## src/strc_pkg.sv

```systemverilog
/*
 * Shared constants, types and helpers for the serdes test and reset block.
 * Assumes a 200 MHz core clock and a Clause 22 management frame on MDC/MDIO.
 */
package strc_pkg;

	localparam int NUM_CH = 8;
	localparam int WORD_W = 10;
	localparam int NUM_PAIR = NUM_CH / 2;

	localparam logic [4:0] REG_LOOP  = 5'h16;
	localparam logic [4:0] REG_CTRL6 = 5'h18;
	localparam logic [4:0] REG_STAT0 = 5'h1a;
	localparam logic [4:0] REG_STAT1 = 5'h1b;
	localparam logic [4:0] REG_STAT2 = 5'h1c;
	localparam logic [4:0] REG_CHRST = 5'h1d;
	localparam logic [4:0] REG_FTEST = 5'h1e;
	localparam logic [4:0] REG_PRES  = 5'h1f;

	localparam int RX_RST_LSB    = 8;
	localparam int TX_RST_LSB    = 0;
	localparam int NEAR_LOOP_LSB = 8;
	localparam int FAR_LOOP_LSB  = 0;
	localparam int RX_PASS_LSB   = 8;
	localparam int TX_PASS_LSB   = 0;
	localparam int VERIFY_BIT    = 9;
	localparam int GEN_BIT       = 8;
	localparam int FTEST_RO_BIT  = 7;

	localparam logic [15:0] LOOP_RST  = 16'h0000;
	localparam logic [1:0]  CTRL6_RST = 2'h0;
	localparam logic [15:0] CHRST_RST = 16'h0000;
	localparam logic [15:0] FTEST_RST = 16'h000b;
	localparam logic [7:0]  PASS_RST  = 8'h00;
	localparam logic [15:0] STAT_VAL  = 16'h0000;

	localparam logic [5:0] PREAMBLE_LEN = 6'h20;
	localparam logic [5:0] HDR_LAST     = 6'h0d;
	localparam logic [5:0] TA_LAST      = 6'h01;
	localparam logic [5:0] DATA_LAST    = 6'h0f;
	localparam logic [1:0] ST_CODE      = 2'h1;
	localparam logic [1:0] OP_RD        = 2'h2;
	localparam logic [1:0] OP_WR        = 2'h1;

	localparam int POR_TIME_US = 1000;
	localparam int CLK_MHZ     = 200;
	localparam int POR_CYCLES  = POR_TIME_US * CLK_MHZ;

	localparam logic [6:0] PRBS_SEED = 7'h7f;

	typedef enum logic [3:0]
	{
		ST_PRE  = 4'b0001,
		ST_HDR  = 4'b0010,
		ST_TA   = 4'b0100,
		ST_DATA = 4'b1000
	} strc_mdio_e;

	typedef struct packed
	{
		logic near_loop;
		logic far_loop;
		logic gen_en;
		logic ver_en;
		logic tx_rst;
		logic rx_rst;
	} strc_chan_ctl_s;

	typedef struct packed
	{
		logic [1:0] st;
		logic [1:0] op;
		logic [4:0] phy;
		logic [4:0] regad;
	} strc_hdr_s;

	// Ten steps of x^7 + x^6 + 1, first bit in bit 9
	function automatic logic [9:0] strc_prbs_word(input logic [6:0] s);
		logic [6:0] t;
		logic [9:0] w;
		logic       nb;
		t = s;
		w = 10'h000;
		for (int i = 0; i < 10; i++)
		begin
			nb = t[6] ^ t[5];
			w[9 - i] = nb;
			t = {t[5:0], nb};
		end
		return w;
	endfunction

endpackage

```

## src/strc_prbs_lane.sv

```systemverilog
/*
 * One channel lane: pattern generator, serializer input select, checker.
 * Assumes receive words arrive on clk, newest bit in bit 0.
 */
`timescale 1ns/1ps
module strc_prbs_lane
(
	input  wire logic                   clk,
	input  wire logic                   reset,
	input  wire strc_pkg::strc_chan_ctl_s ctl,
	input  wire logic [9:0]             tx_parallel,
	input  wire logic [9:0]             rx_deser,
	output logic      [9:0]             ser_word,
	output logic                        pass
);

	logic [6:0] lfsr_r;
	logic [6:0] lfsr_nxt;
	logic [9:0] ser_r;
	logic [9:0] ser_nxt;
	logic [9:0] prev_rx_r;
	logic       pass_r;
	logic       pass_nxt;
	logic [9:0] gen_word;
	logic [9:0] expect_word;

	always_comb
	begin
		gen_word = strc_pkg::strc_prbs_word(lfsr_r);
		expect_word = strc_pkg::strc_prbs_word(prev_rx_r[6:0]);
		if (ctl.tx_rst || !ctl.gen_en)
			lfsr_nxt = strc_pkg::PRBS_SEED;
		else
			lfsr_nxt = gen_word[6:0];
		if (ctl.gen_en)
			ser_nxt = gen_word;
		else if (ctl.far_loop)
			ser_nxt = rx_deser;
		else
			ser_nxt = tx_parallel;
		pass_nxt = ctl.ver_en && !ctl.rx_rst && rx_deser != 10'h000
			&& rx_deser == expect_word;
	end

	always_ff @(posedge clk)
	begin
		if (reset)
		begin
			lfsr_r    <= strc_pkg::PRBS_SEED;
			ser_r     <= 10'h000;
			prev_rx_r <= 10'h000;
			pass_r    <= 1'b0;
		end
		else
		begin
			lfsr_r    <= lfsr_nxt;
			ser_r     <= ser_nxt;
			prev_rx_r <= rx_deser;
			pass_r    <= pass_nxt;
		end
	end

	assign ser_word = ser_r;
	assign pass     = pass_r;

endmodule

```

## src/strc_test_reset_ctrl.sv

```systemverilog
/*
 * Test, loopback and reset control with a management frame slave.
 * Assumes MDC, MDIO and mode pins are asynchronous to clk and slow.
 */
//
// Behaviour
// - Writing one to upper reset byte resets that channel's receive path.
// - Writing one to lower reset byte resets that channel's transmit path.
// - Reset bits clear themselves on the next MDC cycle.
// - Transmit pairs share a bank; either channel's reset resets the bank.
// - Registers 0x1a to 0x1c always read zero.
// - Upper byte of result register shows per-channel receive pattern pass.
// - Lower byte of result register is factory pass info, reads zero.
// - Near-end loopback by global pin or per-channel upper loopback byte.
// - Near-end loopback floats serial output and ignores serial input.
// - Lower loopback byte routes received data back to the transmitter.
// - Far-end loopback ignores parallel input, floats parallel outputs.
// - Power-on reset floats receive data and holds receive clocks low.
// - Power-on reset lasts about one millisecond.
// - Self-test loads a seven-stage pattern into the 10-bit serializer word.
// - Self-test enabled by pattern pin or register enable bit.
// - Transmit parallel data is ignored while pattern test runs.
// - Factory register resets to 0x000b, bit 7 read-only.
// - Five-terminal boundary-scan port is provided.
// - Control six bit 9 enables verification, bit 8 generation.
// - Register near-end loopback bits are ORed with the global loopback pin.
`timescale 1ns/1ps
module strc_test_reset_ctrl
#(
	parameter int         POR_CYCLES = strc_pkg::POR_CYCLES,
	parameter logic [4:0] PHY_ADDR   = 5'h00
)
(
	input  wire logic                                clk,
	input  wire logic                                reset,
	input  wire logic                                mdc,
	input  wire logic                                mdio_i,
	output logic                                     mdio_o,
	output logic                                     mdio_oe,
	input  wire logic                                global_loopback_pin,
	input  wire logic                                pattern_enable_pin,
	input  wire logic                                tck,
	input  wire logic                                tms,
	input  wire logic                                tdi,
	input  wire logic                                trst_n,
	output logic                                     tdo,
	input  wire logic [strc_pkg::NUM_CH-1:0][9:0]    tx_parallel_data,
	input  wire logic [strc_pkg::NUM_CH-1:0][9:0]    rx_deser_data,
	output logic      [strc_pkg::NUM_CH-1:0][9:0]    ser_word,
	output logic      [strc_pkg::NUM_CH-1:0]         ser_out_oe,
	output logic      [strc_pkg::NUM_CH-1:0]         near_loop_sel,
	output logic      [strc_pkg::NUM_CH-1:0][9:0]    parallel_receive_bus,
	output logic      [strc_pkg::NUM_CH-1:0]         par_rx_oe,
	output logic      [strc_pkg::NUM_CH-1:0]         rx_clk_out_en,
	output logic      [strc_pkg::NUM_CH-1:0]         tx_channel_reset,
	output logic      [strc_pkg::NUM_CH-1:0]         rx_channel_reset,
	output logic      [strc_pkg::NUM_PAIR-1:0]       tx_bank_reset,
	output logic                                     pattern_active,
	output logic                                     por_active
);

	localparam int NCH = strc_pkg::NUM_CH;

	// Input synchronisers: mdc, mdio, loop pin, pattern pin, tck, tdi, trst_n
	logic [6:0] sync1_r;
	logic [6:0] sync2_r;
	logic       mdc_d_r;
	logic       tck_d_r;
	logic       mdc_rise;
	logic       tck_rise;
	logic       mdio_s;

	always_ff @(posedge clk)
	begin
		if (reset)
		begin
			sync1_r <= 7'h00;
			sync2_r <= 7'h00;
			mdc_d_r <= 1'b0;
			tck_d_r <= 1'b0;
		end
		else
		begin
			sync1_r <= {trst_n, tdi, tck, pattern_enable_pin,
				global_loopback_pin, mdio_i, mdc};
			sync2_r <= sync1_r;
			mdc_d_r <= sync2_r[0];
			tck_d_r <= sync2_r[4];
		end
	end

	assign mdc_rise = sync2_r[0] && !mdc_d_r;
	assign tck_rise = sync2_r[4] && !tck_d_r;
	assign mdio_s   = sync2_r[1];

	// Boundary-scan port: bypass path only
	logic bypass_r;
	logic bypass_nxt;
	logic tdo_r;
	logic tdo_nxt;

	always_comb
	begin
		bypass_nxt = bypass_r;
		tdo_nxt = tdo_r;
		if (!sync2_r[6])
		begin
			bypass_nxt = 1'b0;
			tdo_nxt = 1'b0;
		end
		else if (tck_rise)
		begin
			bypass_nxt = sync2_r[5];
			tdo_nxt = bypass_r;
		end
	end

	always_ff @(posedge clk)
	begin
		if (reset)
		begin
			bypass_r <= 1'b0;
			tdo_r    <= 1'b0;
		end
		else
		begin
			bypass_r <= bypass_nxt;
			tdo_r    <= tdo_nxt;
		end
	end

	assign tdo = tdo_r;

	// Power-on reset counter
	logic [31:0] por_cnt_r;
	logic [31:0] por_cnt_nxt;

	always_comb
	begin
		por_cnt_nxt = por_cnt_r;
		if (por_cnt_r != 32'h0)
			por_cnt_nxt = por_cnt_r - 32'h1;
	end

	always_ff @(posedge clk)
	begin
		if (reset)
			por_cnt_r <= 32'(POR_CYCLES);
		else
			por_cnt_r <= por_cnt_nxt;
	end

	assign por_active = por_cnt_r != 32'h0;

	// Management registers and frame engine
	strc_pkg::strc_mdio_e state_r;
	strc_pkg::strc_mdio_e state_nxt;
	logic [5:0]  cnt_r;
	logic [5:0]  cnt_nxt;
	logic [15:0] sh_r;
	logic [15:0] sh_nxt;
	logic        rd_r;
	logic        rd_nxt;
	logic [4:0]  reg_r;
	logic [4:0]  reg_nxt;
	logic        o_r;
	logic        o_nxt;
	logic        oe_r;
	logic        oe_nxt;
	logic [15:0] loop_r;
	logic [15:0] loop_nxt;
	logic [1:0]  ctrl6_r;
	logic [1:0]  ctrl6_nxt;
	logic [15:0] chrst_r;
	logic [15:0] chrst_nxt;
	logic [15:0] ftest_r;
	logic [15:0] ftest_nxt;
	logic [NCH-1:0] pass_vec;
	logic [13:0] hdr_bits;
	strc_pkg::strc_hdr_s hdr;
	logic [15:0] wr_word;

	function automatic logic [15:0] read_value(input logic [4:0] a,
		input logic [15:0] lp, input logic [1:0] c6,
		input logic [15:0] cr, input logic [15:0] ft,
		input logic [7:0] pv);
		logic [15:0] v;
		v = strc_pkg::STAT_VAL;
		unique case (a)
			strc_pkg::REG_LOOP:  v = lp;
			strc_pkg::REG_CTRL6: v = {6'h00, c6, 8'h00};
			strc_pkg::REG_CHRST: v = cr;
			strc_pkg::REG_FTEST: v = ft;
			strc_pkg::REG_PRES:  v = {pv, strc_pkg::PASS_RST};
			default:             v = strc_pkg::STAT_VAL;
		endcase
		return v;
	endfunction

	always_comb
	begin
		state_nxt = state_r;
		cnt_nxt = cnt_r;
		sh_nxt = sh_r;
		rd_nxt = rd_r;
		reg_nxt = reg_r;
		o_nxt = o_r;
		oe_nxt = oe_r;
		loop_nxt = loop_r;
		ctrl6_nxt = ctrl6_r;
		chrst_nxt = chrst_r;
		ftest_nxt = ftest_r;
		hdr_bits = {sh_r[12:0], mdio_s};
		hdr = hdr_bits;
		wr_word = {sh_r[14:0], mdio_s};
		if (mdc_rise)
		begin
			chrst_nxt = strc_pkg::CHRST_RST;
			unique case (state_r)
				strc_pkg::ST_PRE:
				begin
					if (mdio_s && cnt_r != strc_pkg::PREAMBLE_LEN)
						cnt_nxt = cnt_r + 6'h1;
					else if (!mdio_s && cnt_r == strc_pkg::PREAMBLE_LEN)
					begin
						state_nxt = strc_pkg::ST_HDR;
						cnt_nxt = 6'h1;
						sh_nxt = 16'h0000;
					end
					else if (!mdio_s)
						cnt_nxt = 6'h0;
				end
				strc_pkg::ST_HDR:
				begin
					sh_nxt = {sh_r[14:0], mdio_s};
					cnt_nxt = cnt_r + 6'h1;
					if (cnt_r == strc_pkg::HDR_LAST)
					begin
						cnt_nxt = 6'h0;
						reg_nxt = hdr.regad;
						rd_nxt = hdr.op == strc_pkg::OP_RD;
						if (hdr.st == strc_pkg::ST_CODE && hdr.phy == PHY_ADDR
							&& (hdr.op == strc_pkg::OP_RD
							|| hdr.op == strc_pkg::OP_WR))
							state_nxt = strc_pkg::ST_TA;
						else
							state_nxt = strc_pkg::ST_PRE;
					end
				end
				strc_pkg::ST_TA:
				begin
					cnt_nxt = cnt_r + 6'h1;
					if (cnt_r != strc_pkg::TA_LAST)
					begin
						oe_nxt = rd_r;
						o_nxt = 1'b0;
					end
					else
					begin
						state_nxt = strc_pkg::ST_DATA;
						cnt_nxt = 6'h0;
						sh_nxt = read_value(reg_r, loop_r, ctrl6_r, chrst_r,
							ftest_r, pass_vec);
						o_nxt = sh_nxt[15];
						sh_nxt = {sh_nxt[14:0], 1'b0};
					end
				end
				strc_pkg::ST_DATA:
				begin
					cnt_nxt = cnt_r + 6'h1;
					if (rd_r)
					begin
						o_nxt = sh_r[15];
						sh_nxt = {sh_r[14:0], 1'b0};
					end
					else
						sh_nxt = wr_word;
					if (cnt_r == strc_pkg::DATA_LAST)
					begin
						state_nxt = strc_pkg::ST_PRE;
						cnt_nxt = 6'h0;
						oe_nxt = 1'b0;
						o_nxt = 1'b0;
						if (!rd_r)
						begin
							unique case (reg_r)
								strc_pkg::REG_LOOP: loop_nxt = wr_word;
								strc_pkg::REG_CTRL6:
									ctrl6_nxt = wr_word[9:8];
								strc_pkg::REG_CHRST:
									chrst_nxt = wr_word;
								strc_pkg::REG_FTEST:
								begin
									ftest_nxt = wr_word;
									ftest_nxt[strc_pkg::FTEST_RO_BIT] =
										ftest_r[strc_pkg::FTEST_RO_BIT];
								end
								default: loop_nxt = loop_r;
							endcase
						end
					end
				end
			endcase
		end
	end

	always_ff @(posedge clk)
	begin
		if (reset)
		begin
			state_r <= strc_pkg::ST_PRE;
			cnt_r   <= 6'h0;
			sh_r    <= 16'h0000;
			rd_r    <= 1'b0;
			reg_r   <= 5'h00;
			o_r     <= 1'b0;
			oe_r    <= 1'b0;
			loop_r  <= strc_pkg::LOOP_RST;
			ctrl6_r <= strc_pkg::CTRL6_RST;
			chrst_r <= strc_pkg::CHRST_RST;
			ftest_r <= strc_pkg::FTEST_RST;
		end
		else
		begin
			state_r <= state_nxt;
			cnt_r   <= cnt_nxt;
			sh_r    <= sh_nxt;
			rd_r    <= rd_nxt;
			reg_r   <= reg_nxt;
			o_r     <= o_nxt;
			oe_r    <= oe_nxt;
			loop_r  <= loop_nxt;
			ctrl6_r <= ctrl6_nxt;
			chrst_r <= chrst_nxt;
			ftest_r <= ftest_nxt;
		end
	end

	assign mdio_o  = o_r;
	assign mdio_oe = oe_r;

	assign rx_channel_reset = chrst_r[strc_pkg::RX_RST_LSB +: NCH];
	assign tx_channel_reset = chrst_r[strc_pkg::TX_RST_LSB +: NCH];
	assign pattern_active = sync2_r[3] || ctrl6_r[0];

	// Channel lanes and output controls
	logic [NCH-1:0][9:0] par_rx_r;

	always_ff @(posedge clk)
	begin
		if (reset)
			par_rx_r <= '0;
		else
			par_rx_r <= rx_deser_data;
	end

	assign parallel_receive_bus = par_rx_r;

	for (genvar p = 0; p < strc_pkg::NUM_PAIR; p++)
	begin : g_pair
		assign tx_bank_reset[p] = tx_channel_reset[2 * p]
			|| tx_channel_reset[2 * p + 1];
	end

	for (genvar c = 0; c < NCH; c++)
	begin : g_ch
		strc_pkg::strc_chan_ctl_s ctl;
		assign ctl.near_loop = sync2_r[2]
			|| loop_r[strc_pkg::NEAR_LOOP_LSB + c];
		assign ctl.far_loop = loop_r[strc_pkg::FAR_LOOP_LSB + c];
		assign ctl.gen_en = pattern_active;
		assign ctl.ver_en = ctrl6_r[1] || sync2_r[3];
		assign ctl.tx_rst = tx_channel_reset[c];
		assign ctl.rx_rst = rx_channel_reset[c];
		assign near_loop_sel[c] = ctl.near_loop;
		assign ser_out_oe[c] = !ctl.near_loop;
		assign par_rx_oe[c] = !por_active && !ctl.far_loop;
		assign rx_clk_out_en[c] = !por_active;

		strc_prbs_lane u_lane
		(
			.clk         (clk),
			.reset       (reset),
			.ctl         (ctl),
			.tx_parallel (tx_parallel_data[c]),
			.rx_deser    (rx_deser_data[c]),
			.ser_word    (ser_word[c]),
			.pass        (pass_vec[c])
		);
	end

endmodule
```

## config.mk

```make
export PLATFORM = sky130hd
export DESIGN_NAME = strc_test_reset_ctrl
export DESIGN_NICKNAME = d
export VERILOG_FILES = /design/src/strc_pkg.sv /design/src/strc_prbs_lane.sv /design/src/strc_test_reset_ctrl.sv
export SDC_FILE = /design/constraint.sdc
export NUM_CORES = 1
export LEC_CHECK = 0
export BUFFER_PORTS_ARGS = -buffer_cell sky130_fd_sc_hd__buf_2
export CORE_MARGIN = 4
export CORE_UTILIZATION = 45
export CTS_BUF_LIST = sky130_fd_sc_hd__clkbuf_8
export DETAILED_ROUTE_END_ITERATION = 8
export GPL_TIMING_DRIVEN = 0
export PLACE_DENSITY = 0.69
export SLEW_MARGIN = 20
export SYNTH_ARGS = -nofsm -noshare
export SYNTH_HDL_FRONTEND = slang
export SYNTH_SLANG_ARGS = --single-unit
export TNS_END_PERCENT = 20
```

## constraint.sdc

```tcl
create_clock -name clk -period 2.1 [get_ports clk]
set_input_delay 0 -clock clk [delete_from_list [all_inputs] [get_ports clk]]
set_output_delay 0 -clock clk [all_outputs]
set_load 0.01 [all_outputs]
```

# After elaboration in Yosys (flattened, before gate mapping)
# Index checks and enable logic that the tools add are counted.
# word_totals
register_bits	357
elab_cells	413
in_bits	170
out_inout_bits	217
# classes
bitwise_logic	162
n_addsub	2
eq_ne	33
muxes	47
n_reduce_logical	119
# op_table
cell	count
10-bit two-way mux	16
1-bit bitwise XOR	160
16-bit two-way mux	7
10-bit == test	8
16-bit one-hot mux with 5 select lines	1
10-bit nonzero test	8
16-bit one-hot mux with 4 select lines	1
1-bit logical AND	38
6-bit two-way mux	6
32-bit nonzero test	1
32-bit by 1-bit subtractor with 32-bit output, second input constant	1
1-bit zero test	29
5-bit == test, second input constant	5
6-bit one-hot mux with 4 select lines	1
1-bit logical OR	23
4-bit two-way mux	5
2-bit OR reduction	9
4-bit one-hot mux with 4 select lines	1
5-bit AND reduction	3
6-bit by 4-bit == test with 1-bit output, second input constant	2
2-bit inequality test, second input constant	6
4-bit AND reduction	2
6-bit by 1-bit adder with 6-bit output, second input constant	1
6-bit == test, second input constant	1
19 further kinds	28

# Logic depth before layout (Yosys ltp)
# logic_depth
word_depth	6
mapped_depth	9
mapped_depth_nobuf	7

# Cells and area by module
# Synthesis repeated with hierarchy kept, for this count alone.
# unflattened
cells_unflattened	1856
hier_area_um2	17317.9
# by_module_without_submodules
module	cells_per_inst	area_each_um2	seq_area_each_um2	instances
strc_prbs_lane	117	1119.8	500.5	8
strc_test_reset_ctrl	920	8359.3	4264.1	1

# Worst setup path after synthesis
# OpenSTA, ideal clock, no wires.
# synth_timing
kind	flip-flop to flip-flop
startpoint	reg state_r[1]
endpoint	reg sh_r[9]
path_stages_with_launch	8
n_path_buf	2
setup_ns	0.092
required_ns	2.008
setup_slack_ns	0.203
t_arrival_ns	1.805
period_less_slack_ns	1.897
cell_sequence	dfxtp_1 > buf_4 > or4b_4 > a31o_4 > o211a_1 > buf_6 > mux2_4 > o32ai_1
# synth_via
elab_chain_cells	3
word_cells_on_any_way	9
cone_classes	eq/ne: 7; mux: 1; reduce/logical: 1
# synth_rtl
element	line_no	rtl
from (decl)	strc_test_reset_ctrl.sv:156	strc_pkg::strc_mdio_e state_r;
from (signal assigned)	strc_test_reset_ctrl.sv:311	state_r <= strc_pkg::ST_PRE;
from (signal assigned)	strc_test_reset_ctrl.sv:325	state_r <= state_nxt;
4-bit by 3-bit == test with 1-bit output / 4-bit by 1-bit == test with 1-bit output (equally long branches)	strc_test_reset_ctrl.sv:219	unique case (state_r)
2-bit inequality test (no line)	--	
4-bit AND reduction (no line)	--	
to (signal assigned)	strc_test_reset_ctrl.sv:327	sh_r <= sh_nxt;
to (decl)	strc_test_reset_ctrl.sv:160	logic [15:0] sh_r;
# Parallel ways exist; a longest one is shown, timed or not.
# A chain may end at the register's enable or synchronous reset.

# Final worst setup path
# layout_timing
startpoint	reg por_cnt_r[25]
endpoint	out rx_clk_out_en[5] (netlist name)
# layout_via
elab_chain_cells	2
# layout_rtl
element	line_no	rtl
from (decl)	strc_test_reset_ctrl.sv:135	logic [31:0] por_cnt_r;
from (signal assigned)	strc_test_reset_ctrl.sv:148	por_cnt_r <= 32'(POR_CYCLES);
from (signal assigned)	strc_test_reset_ctrl.sv:150	por_cnt_r <= por_cnt_nxt;
32-bit nonzero test	strc_test_reset_ctrl.sv:153	assign por_active = por_cnt_r != 32'h0;
1-bit zero test	strc_test_reset_ctrl.sv:378	assign rx_clk_out_en[c] = !por_active;
to (decl)	strc_test_reset_ctrl.sv:54	output logic [strc_pkg::NUM_CH-1:0] rx_clk_out_en,
# No other way between the ends.

==> results.tsv <==
stage	metric	value	unit
placed_design	io_buffers	385	
routing	ant_nets	0	
power	leakagePower	9.294	nW
synthesis	async_reset_ff_frac	0	
outcome	status	complete, but fails checks	
min_path	hold_path.class	primary input to flop	
layout	design_area	22530	um^2
synthesis	synth_cell_types	78	
job	drv_cap	0	
synthesis	synth_edf_count	0	
clock_network	htree_levels	2	
clock_network	clk_pin_slew	0.07	ns
floorplan	rows	69	
timing	fmax	400.8	MHz
power	power_switching	4.219	mW
routing	routedWlPerCell	20.99	um
layout	layout_common_cells	buf_2, dfxtp_1, nor2_1, dlygate4sd3_1, xor2_1	
floorplan	dieHeight	198.0	um
clock_network	cts_buffer_depth	3	
floorplan	die_w	198.0	um
critical_path	cp_top_family	simple AND/OR/NAND/NOR gates	
power	clockPowerShare	0.428	
timing	worst_pin_slew	1.161	ns
timing	setup_slack	-0.3953	ns
power	powerDensity	716.0	nW/um^2
layout	final_layout_size_suffix_gt1_frac	0.2708	
placed_design	hpwlAfterDp	43290	um
synthesis	synth_cells	1773	
routing	drc	0	
layout	nFillCells	2954	
synthesis	syn_avg_cell_area	9.163	um^2
power	p_total	16.13	mW
grt	grt_max_degree	16	
clock_network	clock_sink_count	357	
timing	hold_viol_final	0	
power	vdd_drop_max	0.0005033	V
power	p_sw_frac	0.2616	
critical_path	path_cells	nor4_4, nand4b_1, nor4_4, nand2_4, clkinvlp_4, buf_6, buf_6	
timing	finClkSkew	0.02767	ns
floorplan	core-area	35570	um^2
layout	layout_commonest_cell	buf_2	
timing	maxSlewHeadroom	0.2258	
floorplan	start_util	0.4568	
layout	nNetsFinal	2583	
outcome	violations	negative setup slack	
routing	routed_wl	61280	um
timing	period_needed	2.495	ns
power	internal_power	11.91	mW
critical_path	max_stage_delay	0.34	ns
routing	drtIter0Drc	1113	
critical_path	critPathCaptureType	output pin	
timing	rsz0062_at_grt	yes	
timing	drv_slew	0	
synthesis	ys_seq_area_frac	0.4399	
routing	vias	16380	
grt	antenna_found_initial	2	
timing	fin_crit_sh	1.188	
critical_path	arrival	2.50	ns
critical_path	crit_required	2.10	ns
power	comb_power_share	0.123	
synthesis	synth_warnings	0	
critical_path	crit_path_top_delay_cell	dfxtp_2	
synthesis	synth_seq_cells	357	
placed_design	gp_congestion	0.9233	
floorplan	io_pins	387	
placed_design	place_area	18770	um^2
critical_path	worst-setup-path-type	flop to output pin	
floorplan	dieArea	39210	um^2
clock_network	insertion_delay	0.62	ns
routing	drt_first_pass_iters	7	
clock_network	numCtsBuffers	59	
layout	area_growth_syn_to_layout	38.66	%
synthesis	synth_area	16250	um^2
critical_path	critPathLaunchType	flop	
grt	grt_use_total	0.2935	
timing	finalSetupViolations	27	
clock_network	cts_root_buf	clkbuf_8	
critical_path	cp_max_fo	8	
grt	grt-ovfl-total	0	
synthesis	syn_nets	1949	
critical_path	crit_buf_inv	3	
grt	grt_pass1_wl	91200	um
grt	first_global_vias	16070	
power	pwr-share-seq	0.449	
routing	viasPerCell	5.613	
synthesis	synth_flop_cell	dfxtp_1	
clock_network	cts_tree	yes	
[Yosys cell counts, types with 4 or more instances]
cell | n | area (um^2)
a2111oi_0 | 7 | 61.31
a211oi_1 | 84 | 630.6
a21oi_1 | 80 | 400.4
a222oi_1 | 12 | 120.1
a22o_1 | 13 | 113.9
a22oi_1 | 20 | 150.1
a311oi_1 | 8 | 70.07
a31oi_1 | 5 | 31.28
and2_1 | 6 | 37.54
and3_1 | 12 | 75.07
buf_1 | 10 | 37.54
buf_2 | 11 | 55.05
buf_4 | 38 | 285.3
buf_6 | 4 | 45.04
clkbuf_1 | 79 | 296.5
dfxtp_1 | 357 | 7147
ha_1 | 6 | 75.07
inv_1 | 25 | 93.84
mux2_2 | 9 | 101.4
mux2i_1 | 91 | 910.9
nand2_1 | 110 | 412.9
nand3_1 | 36 | 180.2
nand4_1 | 6 | 37.54
nor2_1 | 181 | 679.4
nor2b_1 | 109 | 681.9
nor3_1 | 28 | 140.1
nor4_1 | 20 | 125.1
nor4_2 | 4 | 50.05
nor4b_1 | 4 | 35.03
o2111ai_1 | 4 | 35.03
o21ai_0 | 33 | 165.2
o31ai_1 | 12 | 90.09
o41ai_1 | 7 | 61.31
or2_2 | 16 | 100.1
or3_1 | 66 | 412.9
or4_1 | 14 | 105.1
or4b_1 | 4 | 40.04
xnor2_1 | 44 | 385.4
xor2_1 | 138 | 1209
[sequential cells by signal, indices dropped and copies added, names as in the netlist, 15 cells and up]
| signal | count |
|---|---|
| chrst_r | 16 |
| sh_r | 16 |
| por_cnt_r | 32 |
| g_ch.u_lane.ser_word | 80 |
| g_ch.u_lane.prev_rx_r | 80 |
| loop_r | 16 |
| g_ch.u_lane.lfsr_r | 56 |
| ftest_r | 15 |
[worst min-delay path: cells and delay by family]
family	cells	cell delay, ns
AND/OR/NAND/NOR	1	0.10
buffers and inverters	2	0.61
[metal layers]
| metal | GRT usage | part of all wire | vias up |
|---|---|---|---|
| li1 | - | - | 7506 |
| met5 | 0 | 0 | - |
| met3 | 0.04424 | 0.079 | 225 |
| met1 | 0.3716 | 0.40 | 7782 |
| met4 | 0.1359 | 0.052 | 0 |
| met2 | 0.4942 | 0.47 | 870 |
[area by class of cell]
cell class / count / area (um^2) / share of cell area
flip-flops and latches: 357 / 7154 / 0.3176
repair buffers: 574 / 3905 / 0.1733
inverters: 26 / 102.6 / 0.004554
plain buffers: 141 / 817.0 / 0.03627
multi-input cells: 1248 / 8610 / 0.3822
clock buffers: 79 / 1087 / 0.04826
diodes: 2 / 5.005 / 0.0002222
well taps: 461 / 576.8 / 0.02560
clock inverters: 31 / 270.3 / 0.01200
[power groups by stage]
stage | registers, mW | logic, mW | clock network, mW
after global routing | 7.26 | 2.14 | 7.26
after floorplan | 7.42 | 0.818 | 0
after global placement | 7.36 | 1.64 | 0
final | 7.24 | 1.99 | 6.90
after CTS | 7.23 | 1.92 | 6.96
after detailed placement | 7.37 | 1.66 | 0
[cells by family after synthesis]
| kind of cell | Yosys count | synth area share |
|---|---|---|
| and+or+nand+nor | 640 | 0.2064 |
| xor gates and xnor gates | 182 | 0.09811 |
| buffers and inverters | 168 | 0.05029 |
| AOI/OAI and AO/OA | 318 | 0.1368 |
| DFF | 357 | 0.4399 |
| muxes | 102 | 0.06392 |
| adders and majority gates | 6 | 0.004621 |
[final timing paths]
kind,from,to,slack (ns),depth (start not counted)
max,por_cnt_r[25],rx_clk_out_en[5],-0.40,7
min,tck,sync1_r[4],0.15,3
max reg2reg,state_r[1],loop_r[9],-0.11,7
min reg2reg,sync1_r[4],sync2_r[4],0.44,1
[stage by stage]
stage / std cells / hold WS (ns) / TNS (ns) / util / setup slack [ns]
after floorplan: 1773 / 0.1099 / 0 / - / 0.2025
final: 2919 / 0.1493 / -6.770 / 0.6334 / -0.3953
after CTS: 2906 / 0.1095 / -4.985 / 0.6242 / -0.3168
after global routing: 2919 / 0.1148 / -10.57 / 0.6334 / -0.4850
after global placement: 2619 / 0.2122 / -40.55 / 0.5272 / -0.5678
after detailed placement: 2620 / 0.2186 / -47.54 / 0.5277 / -0.5934
[repair_timing]
| item | 4_1_cts | 5_1_grt |
|---|---|---|
| resized for setup | 75 | 70 |
| hold buffers | 168 | 0 |
| endpoints found under the setup margin | 147 | 157 |
| pin swaps | 7 | 14 |
| buffers inserted | 8 | 10 |
| cloned | 0 | 2 |
| endpoints found under the hold margin | 188 | 0 |
Power figures use the tool's default switching activity.
